File: src/common/rps_cfg.svh
// constants for the rotating stage selector
`ifndef RPS_CFG_SVH
`define RPS_CFG_SVH

`define RPS_STAGES      16
`define RPS_GROUP       8
`define RPS_RING        32
`define RPS_COUNT_W     5
`define RPS_PAT_RESET   16'h0000
`define RPS_SYNC_RESET  3'h0

`endif

File: src/common/rps_pkg.sv
// types for the rotating stage selector
package rps_pkg;

    // sequencer control states, one-hot
    typedef enum logic [1:0] {
        ST_LOAD = 2'h1,
        ST_RUN  = 2'h2
    } seq_state_t;

    // selections handed to the level summer and lamps
    typedef struct packed {
        logic [7:0]  sum_a;
        logic [7:0]  sum_b;
        logic [15:0] lamp;
    } stage_out_t;

endpackage

File: src/design/pattern_rotating_stage_selector.sv
// rotating stage pattern register driving stage selections and lamps
`timescale 1ns/1ps
`default_nettype none
`include "rps_cfg.svh"

// Functional notes
// - sixteen bit stage pattern, one per stage
// - any number of bits active together
// - each step rise shifts toward higher stage, save one that meets a pattern load
// - last stage wraps back to first in the short ring; in long mode bit 31 wraps to first
// - select every active stage simultaneously
// - one lamp per stage, lit when active
// - stages 1-8, 9-16, plus combined output
// - pattern reload while running continues rotation
// - ring extends to thirty-two steps
// - single active bit acts as plain sequencer
module pattern_rotating_stage_selector (
    input  wire logic                      REF_CLK,
    input  wire logic                      RST,
    input  wire logic                      CLK_EN,
    input  wire logic                      STEP_CLK,
    input  wire logic [`RPS_STAGES-1:0]    PATTERN_SET,
    input  wire logic [`RPS_STAGES-1:0]    PATTERN_EXT,
    input  wire logic                      PATTERN_LOAD,
    input  wire logic                      LONG_MODE,
    output logic      [`RPS_STAGES-1:0]    LAMP,
    output logic      [`RPS_GROUP-1:0]     SUM_A_SEL,
    output logic      [`RPS_GROUP-1:0]     SUM_B_SEL,
    output logic      [`RPS_STAGES-1:0]    SUM_AB_SEL,
    output logic      [`RPS_COUNT_W-1:0]   ACTIVE_COUNT,
    output logic                           STEP_PULSE
);

    // ---------------------------------------------------------------
    // declarations
    // ---------------------------------------------------------------
    logic [2:0]                 sync;
    logic [2:0]                 next_sync;
    logic                       step_level;
    logic                       next_step_level;
    logic                       step_rise;
    rps_pkg::seq_state_t        state;
    rps_pkg::seq_state_t        next_state;
    logic [`RPS_RING-1:0]       ring;
    logic [`RPS_RING-1:0]       next_ring;
    rps_pkg::stage_out_t        outs;
    rps_pkg::stage_out_t        next_outs;
    logic [`RPS_COUNT_W-1:0]    count;
    logic [`RPS_COUNT_W-1:0]    next_count;
    logic                       pulse;
    logic                       next_pulse;

    // count of active stages in a sixteen bit view
    function automatic logic [`RPS_COUNT_W-1:0] ones16(input logic [`RPS_STAGES-1:0] v);
        logic [`RPS_COUNT_W-1:0] n;
        n = '0;
        for (int i = 0; i < `RPS_STAGES; i++) begin
            n = n + {{(`RPS_COUNT_W-1){1'h0}}, v[i]};
        end
        return n;
    endfunction

    // rotate one place toward the higher stage; ring length 16 or 32
    function automatic logic [`RPS_RING-1:0] rotate(input logic [`RPS_RING-1:0] r,
                                                    input logic long_ring);
        logic [`RPS_RING-1:0] q;
        q = '0;
        if (long_ring) begin
            q = {r[`RPS_RING-2:0], r[`RPS_RING-1]};
        end else begin
            q = {r[`RPS_RING-1:`RPS_STAGES],
                 r[`RPS_STAGES-2:0], r[`RPS_STAGES-1]};
        end
        return q;
    endfunction

    // ---------------------------------------------------------------
    // step clock synchroniser and edge detect
    // ---------------------------------------------------------------
    // three stages; level accepted only when second and third agree
    always_comb begin
        next_sync       = {sync[1:0], STEP_CLK};
        next_step_level = step_level;
        if (sync[1] == sync[2]) begin
            next_step_level = sync[2];
        end
    end

    assign step_rise = next_step_level & ~step_level;

    always_ff @(posedge REF_CLK or posedge RST) begin
        if (RST) begin
            sync       <= `RPS_SYNC_RESET;
            step_level <= 1'h0;
        end else if (CLK_EN) begin
            sync       <= next_sync;
            step_level <= next_step_level;
        end
    end

    // ---------------------------------------------------------------
    // pattern ring and control
    // ---------------------------------------------------------------
    // bit 0 is stage one; upper half only rotates in long mode
    always_comb begin
        next_state = state;
        next_ring  = ring;
        next_pulse = 1'h0;
        unique case (state)
            rps_pkg::ST_LOAD: begin
                next_ring  = {PATTERN_EXT, PATTERN_SET};
                next_state = rps_pkg::ST_RUN;
            end
            rps_pkg::ST_RUN: begin
                if (PATTERN_LOAD) begin
                    next_ring = {PATTERN_EXT, PATTERN_SET};
                end else if (step_rise) begin
                    next_ring  = rotate(ring, LONG_MODE);
                    next_pulse = 1'h1;
                end
            end
        endcase
    end

    always_ff @(posedge REF_CLK or posedge RST) begin
        if (RST) begin
            state <= rps_pkg::ST_LOAD;
            ring  <= {`RPS_PAT_RESET, `RPS_PAT_RESET};
            pulse <= 1'h0;
        end else if (CLK_EN) begin
            state <= next_state;
            ring  <= next_ring;
            pulse <= next_pulse;
        end
    end

    // ---------------------------------------------------------------
    // selections, lamps and summer routing
    // ---------------------------------------------------------------
    // every active bit selects its stage, no one-hot limit
    always_comb begin
        next_outs.lamp  = next_ring[`RPS_STAGES-1:0];
        next_outs.sum_a = next_ring[`RPS_GROUP-1:0];
        next_outs.sum_b = next_ring[`RPS_STAGES-1:`RPS_GROUP];
        next_count      = ones16(next_ring[`RPS_STAGES-1:0]);
    end

    always_ff @(posedge REF_CLK or posedge RST) begin
        if (RST) begin
            outs  <= '0;
            count <= '0;
        end else if (CLK_EN) begin
            outs  <= next_outs;
            count <= next_count;
        end
    end

    assign LAMP         = outs.lamp;
    assign SUM_A_SEL    = outs.sum_a;
    assign SUM_B_SEL    = outs.sum_b;
    assign SUM_AB_SEL   = {outs.sum_b, outs.sum_a};
    assign ACTIVE_COUNT = count;
    assign STEP_PULSE   = pulse;

    // ---------------------------------------------------------------
    // assertions
    // ---------------------------------------------------------------
    lamp_matches_ring_a: assert property (@(posedge REF_CLK) disable iff (RST)
        LAMP == ring[`RPS_STAGES-1:0])
        else $error("lamps differ from pattern");

    short_rotate_a: assert property (@(posedge REF_CLK) disable iff (RST)
        CLK_EN && state == rps_pkg::ST_RUN && step_rise && !PATTERN_LOAD && !LONG_MODE
        |=> LAMP == {$past(ring[`RPS_STAGES-2:0]), $past(ring[`RPS_STAGES-1])})
        else $error("short ring did not rotate by one");

    long_wrap_a: assert property (@(posedge REF_CLK) disable iff (RST)
        CLK_EN && state == rps_pkg::ST_RUN && step_rise && !PATTERN_LOAD && LONG_MODE
        |=> ring[0] == $past(ring[`RPS_RING-1]))
        else $error("long ring did not wrap");

    ring_hold_a: assert property (@(posedge REF_CLK) disable iff (RST)
        CLK_EN && state == rps_pkg::ST_RUN && !step_rise && !PATTERN_LOAD
        |=> $stable(ring))
        else $error("ring moved without step edge");

    reload_a: assert property (@(posedge REF_CLK) disable iff (RST)
        CLK_EN && state == rps_pkg::ST_RUN && PATTERN_LOAD
        |=> ring == {$past(PATTERN_EXT), $past(PATTERN_SET)})
        else $error("pattern reload missed");

    reset_load_a: assert property (@(posedge REF_CLK) disable iff (RST)
        CLK_EN && state == rps_pkg::ST_LOAD
        |=> state == rps_pkg::ST_RUN && ring == {$past(PATTERN_EXT), $past(PATTERN_SET)})
        else $error("pattern not loaded after reset");

    groups_split_a: assert property (@(posedge REF_CLK) disable iff (RST)
        SUM_AB_SEL == {SUM_B_SEL, SUM_A_SEL} && SUM_A_SEL == LAMP[`RPS_GROUP-1:0])
        else $error("group routing wrong");

    one_pulse_a: assert property (@(posedge REF_CLK) disable iff (RST)
        STEP_PULSE && CLK_EN |=> !STEP_PULSE)
        else $error("step pulse longer than one cycle");

    count_keeps_a: assert property (@(posedge REF_CLK) disable iff (RST)
        ACTIVE_COUNT == ones16(LAMP))
        else $error("active count wrong");

    rotate_keeps_count_a: assert property (@(posedge REF_CLK) disable iff (RST)
        CLK_EN && state == rps_pkg::ST_RUN && step_rise && !PATTERN_LOAD && !LONG_MODE
        |=> ACTIVE_COUNT == $past(ACTIVE_COUNT))
        else $error("bits lost in rotation");

    pulse_after_step_a: assert property (@(posedge REF_CLK) disable iff (RST)
        CLK_EN && state == rps_pkg::ST_RUN && step_rise && !PATTERN_LOAD
        |=> STEP_PULSE)
        else $error("no step pulse after shift");

    load_wins_a: assert property (@(posedge REF_CLK) disable iff (RST)
        CLK_EN && state == rps_pkg::ST_RUN && PATTERN_LOAD
        |=> !STEP_PULSE)
        else $error("step taken during pattern load");

    rise_agreed_a: assert property (@(posedge REF_CLK) disable iff (RST)
        step_rise |-> sync[1] && sync[2] && !step_level)
        else $error("step edge without agreeing flops");

endmodule
`default_nettype wire

File: config.mk
export PLATFORM = sky130hd
export DESIGN_NAME = pattern_rotating_stage_selector
export DESIGN_NICKNAME = d
export VERILOG_FILES = /design/src/common/rps_pkg.sv /design/src/design/pattern_rotating_stage_selector.sv
export VERILOG_INCLUDE_DIRS = /design/src /design/src/common
export SDC_FILE = /design/constraint.sdc
export NUM_CORES = 1
export LEC_CHECK = 0
export ABC_AREA = 0
export BUFFER_PORTS_ARGS = -buffer_cell sky130_fd_sc_hd__buf_2
export CAP_MARGIN = 40
export CORE_AREA = 4 4 92 102
export CTS_CLUSTER_DIAMETER = 100
export CTS_CLUSTER_SIZE = 28
export DETAILED_ROUTE_END_ITERATION = 8
export DIE_AREA = 0 0 96 106
export PLACE_DENSITY = 0.59
export SETUP_SLACK_MARGIN = 0.4
export SLEW_MARGIN = 20
export SYNTH_ARGS = -nofsm -noshare
export SYNTH_HDL_FRONTEND = slang
export SYNTH_SLANG_ARGS = --single-unit
File: constraint.sdc
create_clock -name REF_CLK -period 6.1 [get_ports REF_CLK]
set_input_delay 0 -clock REF_CLK [delete_from_list [all_inputs] [get_ports REF_CLK]]
set_output_delay 0 -clock REF_CLK [all_outputs]
set_load 0.01 [all_outputs]
After elaboration in Yosys (flattened, before gate mapping)
Cells that the tools add are included.
{"block": "op_classes", "add_sub_neg": 15, "eq_ne": 5, "n_mux": 8, "bitwise_logic": 2, "reduce_logical": 2}
{"operator": "$mux W32", "n": 3}
{"operator": "$pmux W32 S2", "n": 1}
{"operator": "$add A5 B1 Y5", "n": 11}
{"operator": "$ne A3 B3 Y1 const B", "n": 2}
{"operator": "$add A4 B1 Y5", "n": 1}
{"operator": "$add A3 B1 Y4", "n": 1}
{"operator": "$mux W1", "n": 4}
{"operator": "$add A2 B1 Y3", "n": 1}
{"operator": "$reduce_and A3 Y1", "n": 1}
{"operator": "$add A1 B1 Y2", "n": 1}
{"operator": "$eq A2 B1 Y1 const B", "n": 1}
{"operator": "$eq A2 B2 Y1 const B", "n": 1}
{"operator": "$reduce_and A2 Y1", "n": 1}
{"operator": "$and A1 B1 Y1", "n": 1}
{"operator": "$eq A1 B1 Y1", "n": 1}
{"operator": "$not A1 Y1", "n": 1}
{"block": "totals", "register_bits": 60, "in_bits": 38, "output_inout_bits": 54}

Depth between registers and ports, before layout
{"block": "depth", "depth_word": 21, "ltp_mapped": 18, "depth_no_buf": 16}

Least setup slack after synthesis
No wires, ideal clock.
{"block": "synth_path", "path_type": "register -> register", "startpoint": "register state[0]", "endpoint": "register count[2], in the netlist ACTIVE_COUNT[2]", "setup_time_ns": 0.125, "arrival_ns": 4.290, "required_ns": 5.975, "path_slack_ns": 1.685, "stages_incl_launch_ff": 17, "n_path_buf": 2, "synth_period_minus_slack_ns": 4.415, "cell_sequence": "dfstp_2 -> or3b_4 -> buf_2 -> buf_6 -> nand2_1 -> o21ai_0 -> fa_1 -> inv_1 -> fa_1 -> fa_1 -> fa_1 -> inv_1 -> ha_1 -> inv_1 -> fa_1 -> xnor2_1 -> mux2_2"}
{"block": "synth_between", "elab_chain_len": 17, "word_cells_on_any_way": 18, "classes_between": "15 x add/sub; 2 x eq/ne; 1 x mux"}
{"element": "start: declaration", "line": "pattern_rotating_stage_selector.sv:42", "text": "rps_pkg::seq_state_t state;"}
{"element": "start signal: assignment", "line": "pattern_rotating_stage_selector.sv:127", "text": "state <= rps_pkg::ST_LOAD;"}
{"element": "start signal: assignment", "line": "pattern_rotating_stage_selector.sv:131", "text": "state <= next_state;"}
{"element": "$eq A2 B2 Y1 or $eq A2 B1 Y1 (tied branches)", "line": "pattern_rotating_stage_selector.sv:109", "text": "unique case (state)"}
{"element": "$pmux W32 S2 *", "line": "pattern_rotating_stage_selector.sv:109"}
{"element": "via next_ring[0]", "line": "pattern_rotating_stage_selector.sv:45", "text": "logic [`RPS_RING-1:0] next_ring;"}
{"element": "$add A1 B1 Y2 *", "line": "pattern_rotating_stage_selector.sv:58", "text": "n = n + {{(`RPS_COUNT_W-1){1'h0}}, v[i]};"}
{"element": "$add A2 B1 Y3 *", "line": "pattern_rotating_stage_selector.sv:58"}
{"element": "$add A3 B1 Y4 *", "line": "pattern_rotating_stage_selector.sv:58"}
{"element": "$add A4 B1 Y5 *", "line": "pattern_rotating_stage_selector.sv:58"}
{"element": "$add A5 B1 Y5 * (11 in a row)", "line": "pattern_rotating_stage_selector.sv:58"}
{"element": "end signal: assignment", "line": "pattern_rotating_stage_selector.sv:154", "text": "count <= next_count;"}
{"element": "end: declaration", "line": "pattern_rotating_stage_selector.sv:48", "text": "logic [`RPS_COUNT_W-1:0] count;"}
Mark *: on every way through the listed nets, which the timed path passes. The rest lies on a longest branch.
A chain may end at the register's enable or synchronous reset.

Worst setup path after layout
{"block": "layout_path", "startpoint": "register sync[2]", "endpoint": "register count[4], in the netlist ACTIVE_COUNT[4]"}
{"block": "layout_between", "elab_chain_len": 21}
{"element": "start: declaration", "line": "pattern_rotating_stage_selector.sv:37", "text": "logic [2:0] sync;"}
{"element": "start signal: assignment", "line": "pattern_rotating_stage_selector.sv:93", "text": "sync <= `RPS_SYNC_RESET;"}
{"element": "start signal: assignment", "line": "pattern_rotating_stage_selector.sv:96", "text": "sync <= next_sync;"}
{"element": "$eq A1 B1 Y1", "line": "pattern_rotating_stage_selector.sv:84", "text": "if (sync[1] == sync[2]) begin"}
{"element": "$mux W1 *", "line": "pattern_rotating_stage_selector.sv:84"}
{"element": "$and A1 B1 Y1 *", "line": "pattern_rotating_stage_selector.sv:89", "text": "assign step_rise = next_step_level & ~step_level;"}
{"element": "$mux W32 *", "line": "pattern_rotating_stage_selector.sv:117", "text": "end else if (step_rise) begin"}
{"element": "$mux W32 *", "line": "pattern_rotating_stage_selector.sv:115", "text": "if (PATTERN_LOAD) begin"}
{"element": "$pmux W32 S2 *", "line": "pattern_rotating_stage_selector.sv:109"}
{"element": "$add A1 B1 Y2", "line": "pattern_rotating_stage_selector.sv:58"}
{"element": "$add A2 B1 Y3", "line": "pattern_rotating_stage_selector.sv:58"}
{"element": "$add A3 B1 Y4", "line": "pattern_rotating_stage_selector.sv:58"}
{"element": "$add A4 B1 Y5", "line": "pattern_rotating_stage_selector.sv:58"}
{"element": "$add A5 B1 Y5 (10 in a row)", "line": "pattern_rotating_stage_selector.sv:58"}
{"element": "$add A5 B1 Y5 *", "line": "pattern_rotating_stage_selector.sv:58"}
Mark *: on every way between the ends. The rest lies on a longest branch, timed or not. The select of a mux whose other input is x is not followed.

==> results.md <==
* Max stage delay on crit path at 720 ps
* Synth Register Bits at 44
* Status: finished clean
* Root buf cell: clkbuf_8
* Cells after synthesis at 334
* Post-synthesis sequential area ratio at 33.6%
* Clock Tree Buf Depth at 2
* Cts repair resizes at 0
* Clk slew on worst S/H paths at 100 ps
* Largest net degree at the start of global routing at 69
* Crit. End Element: register
* Io pins at 92
* Clock Power Share at 16.3%
* Cell Rows at 35
* Final Hold Fails at 0
* Worst Hold Class: in2reg
* Sink Count at 44
* NetSw at 0.000584 W
* CORE AREA at 8360 um^2
* CTS hold repair buffers at 18
* Cell area after synthesis at 3280 um^2
* Final setup TNS at 0 ps
* Worst Setup Start Kind: register
* Share of cells above drive strength 1 at 34.3%
* RSZ-0062 raised after global routing: false
* Initial Util at 39.2%
* Most frequent CP cell: fa_1
* Internal power at 0.000854 W
* Die H at 106 um
* Drt total wl at 7290 um
* GPL Wtd Cong at 0.798
* CTS tree: yes
* Global Route Usage Sum at 14.8%
* Max Freq at 205 MHz
* Cell taking the most area after synthesis: dfrtp_1
* Number of CTS-inserted buffers at 5
* ANT nets after route at 0
* Clock Latency Late Sink at 310 ps
* Htree depth at 2
* Slew margin rel. at 51.3%
* Vias in the first global route at 2426
* First-pass GRT wire length at 12200 um
* Initial antenna violation count at 0
* DR DRC count at 0
* Post-synth EDFFs at 0
* Final global-route overflow total at 0
* Worst-Margin Slew at 726 ps
* Pwr per Cell Area at 389 nW/um^2
* Syn-to-layout area delta at 12.8%
* Mapped Nets at 387
* Critical path cell sequence: nand3b_2 -> a211o_1 -> o21ai_0 -> fa_1 -> fa_1 -> fa_1 -> fa_1 -> inv_1 -> ha_1 -> inv_1 -> fa_1 -> nand2b_1 -> a21oi_1 -> mux2_2
* Crit path max-delay family: adder cells
* Sw Share at 40.6%
* Detailed-route via count at 2505
* Top FF cell, synth: dfrtp_1
* Wire length per cell at 14.8 um
* Slew Viols, Final at 0
* Vias per cell at 5.08
* 1st-iter DRT viols at 81
* Most frequent cell after synthesis: buf_4
* WHS at 37.3 ps
* Clock Skews at 13.0 ps
* Number of fill cells at 793
* Syn_area_per_cell at 9.81 um^2
* Area contributors post-synth: dfrtp_1, buf_4, mux2_2
* Worst vdd ir at 0.171 mV
* NumNets Final at 434
* Post-synth top cells: buf_4, dfrtp_1, inv_1
* Die width at 96 um
* Sequential power share at 29.5%
* Syn. warnings at 0
* DRT Pass-1 Iters at 4
* Fin crit share at 80.0%
* Top cell type's share of synthesized area at 32.8%
* Maximum fanout along the worst path at 20
* Worst endpoint data arrival time at 5120 ps
* Antenna Cells at 0
* Comb pwr share at 54.1%
* Tmin final at 4880 ps
* Worst EP required at 6340 ps
* Critical path class: reg2reg
* Post-synth cell types at 42
* DPL Wire Length at 5100 um
* Asr flop ratio synth at 100%
* IO Port Bufs at 91
* Slowest cell on crit path: dfrtp_1
* Final setup viols at 0
* Critical path buffers and inverters at 2
* Setup bufs post-CTS at 0
* Max-Cap Viols at 0
* Total Die Area at 10200 um^2
* Leak at 1.83 nW
[logic make-up (layout without fill, tap and decap cells)]
| group | count (synthesis) | in the layout | synth area share [%] |
|---|---|---|---|
| DFF | 44 | 44 | 33.6 |
| xor gates and xnor gates | 1 | 1 | 0.267 |
| adders and majority gates | 15 | 15 | 8.02 |
| and+or+nand+nor | 71 | 71 | 13.4 |
| buffers and inverters | 106 | 154 | 19.5 |
| muxes | 24 | 24 | 8.21 |
| AOI/OAI and AO/OA | 73 | 73 | 16.9 |
[placed cells by master (no fill, tap or decap), types with 4 or more instances in the layout]
master / n
a211o_1: 6
a211oi_1: 4
a21oi_1: 15
a22o_1: 15
and4b_1: 15
buf_2: 91
clkbuf_8: 5
dfrtp_1: 43
dlygate4sd3_1: 18
fa_1: 10
ha_1: 5
inv_1: 33
mux2_2: 21
nand2_1: 19
nand3_1: 17
nor2_1: 8
o21ai_0: 6
o21bai_1: 4
o221ai_1: 16
[worst min-delay path, delay by kind of cell]
family,cells,cell delay (ps)
compound gates,1,110
mux,1,120
buf+inv,1,80
[stage by stage]
step	power (W)	area, um^2	std cells	util [%]	setup WS [ps]
final	0.00144	3700	493	44.2	1220
after global routing	0.00157	3700	493	44.2	947
after global placement	0.00117	3380	466	40.4	1480
after detailed placement	0.00120	3400	467	40.6	1330
after CTS	0.00146	3700	493	44.2	1270
after floorplan	0.00104	3280	334	-	1690
[cell type report]
| type | count | area, um^2 | area share [%] |
|---|---|---|---|
| Clock inverter | 3 | 47.5 | 1.29 |
| Timing Repair Buffer | 112 | 671 | 18.1 |
| Inverter | 34 | 128 | 3.45 |
| Multi-Input combinational cell | 184 | 1540 | 41.7 |
| Clock buffer | 5 | 68.8 | 1.86 |
| Tap cell | 111 | 139 | 3.76 |
| Sequential cell | 44 | 1100 | 29.8 |
[power groups by stage]
stage	combinational [W]	clock, W	sequential, W
after global routing	0.000881	0.000254	0.000437
after global placement	0.000742	0	0.000426
final	0.000779	0.000235	0.000425
after CTS	0.000789	0.000242	0.000425
after detailed placement	0.000775	0	0.000430
after floorplan	0.000632	0	0.000409
[layer usage]
layer	up-vias	GRT usage, %	share of wire (%)
met3	7	2.90	5.5
met4	0	3.05	0.86
met2	73	23.9	48
met5	-	0	0
met1	1202	20.5	45
li1	1223	-	-
[registers in the layout, indices dropped and copies added, names as in the netlist]
name,flops
ACTIVE_COUNT,5
step_level,1
sync,3
state,2
STEP_PULSE,1
ring,32
[path summary, 6_finish.rpt]
check / startpoint / endpoint / slack (ps) / depth (start not counted)
max: sync[2] / ACTIVE_COUNT[4] / 1220 / 14
min: PATTERN_SET[6] / ring[6] / 40 / 3
max reg2reg: sync[2] / ACTIVE_COUNT[4] / 1220 / 14
min reg2reg: state[1] / state[1] / 510 / 2
max in group asynchronous: RST / state[0] / 5350 / 4
min in group asynchronous: RST / ring[10] / 200 / 3
Note: power is estimated with default switching activity, not from simulation.
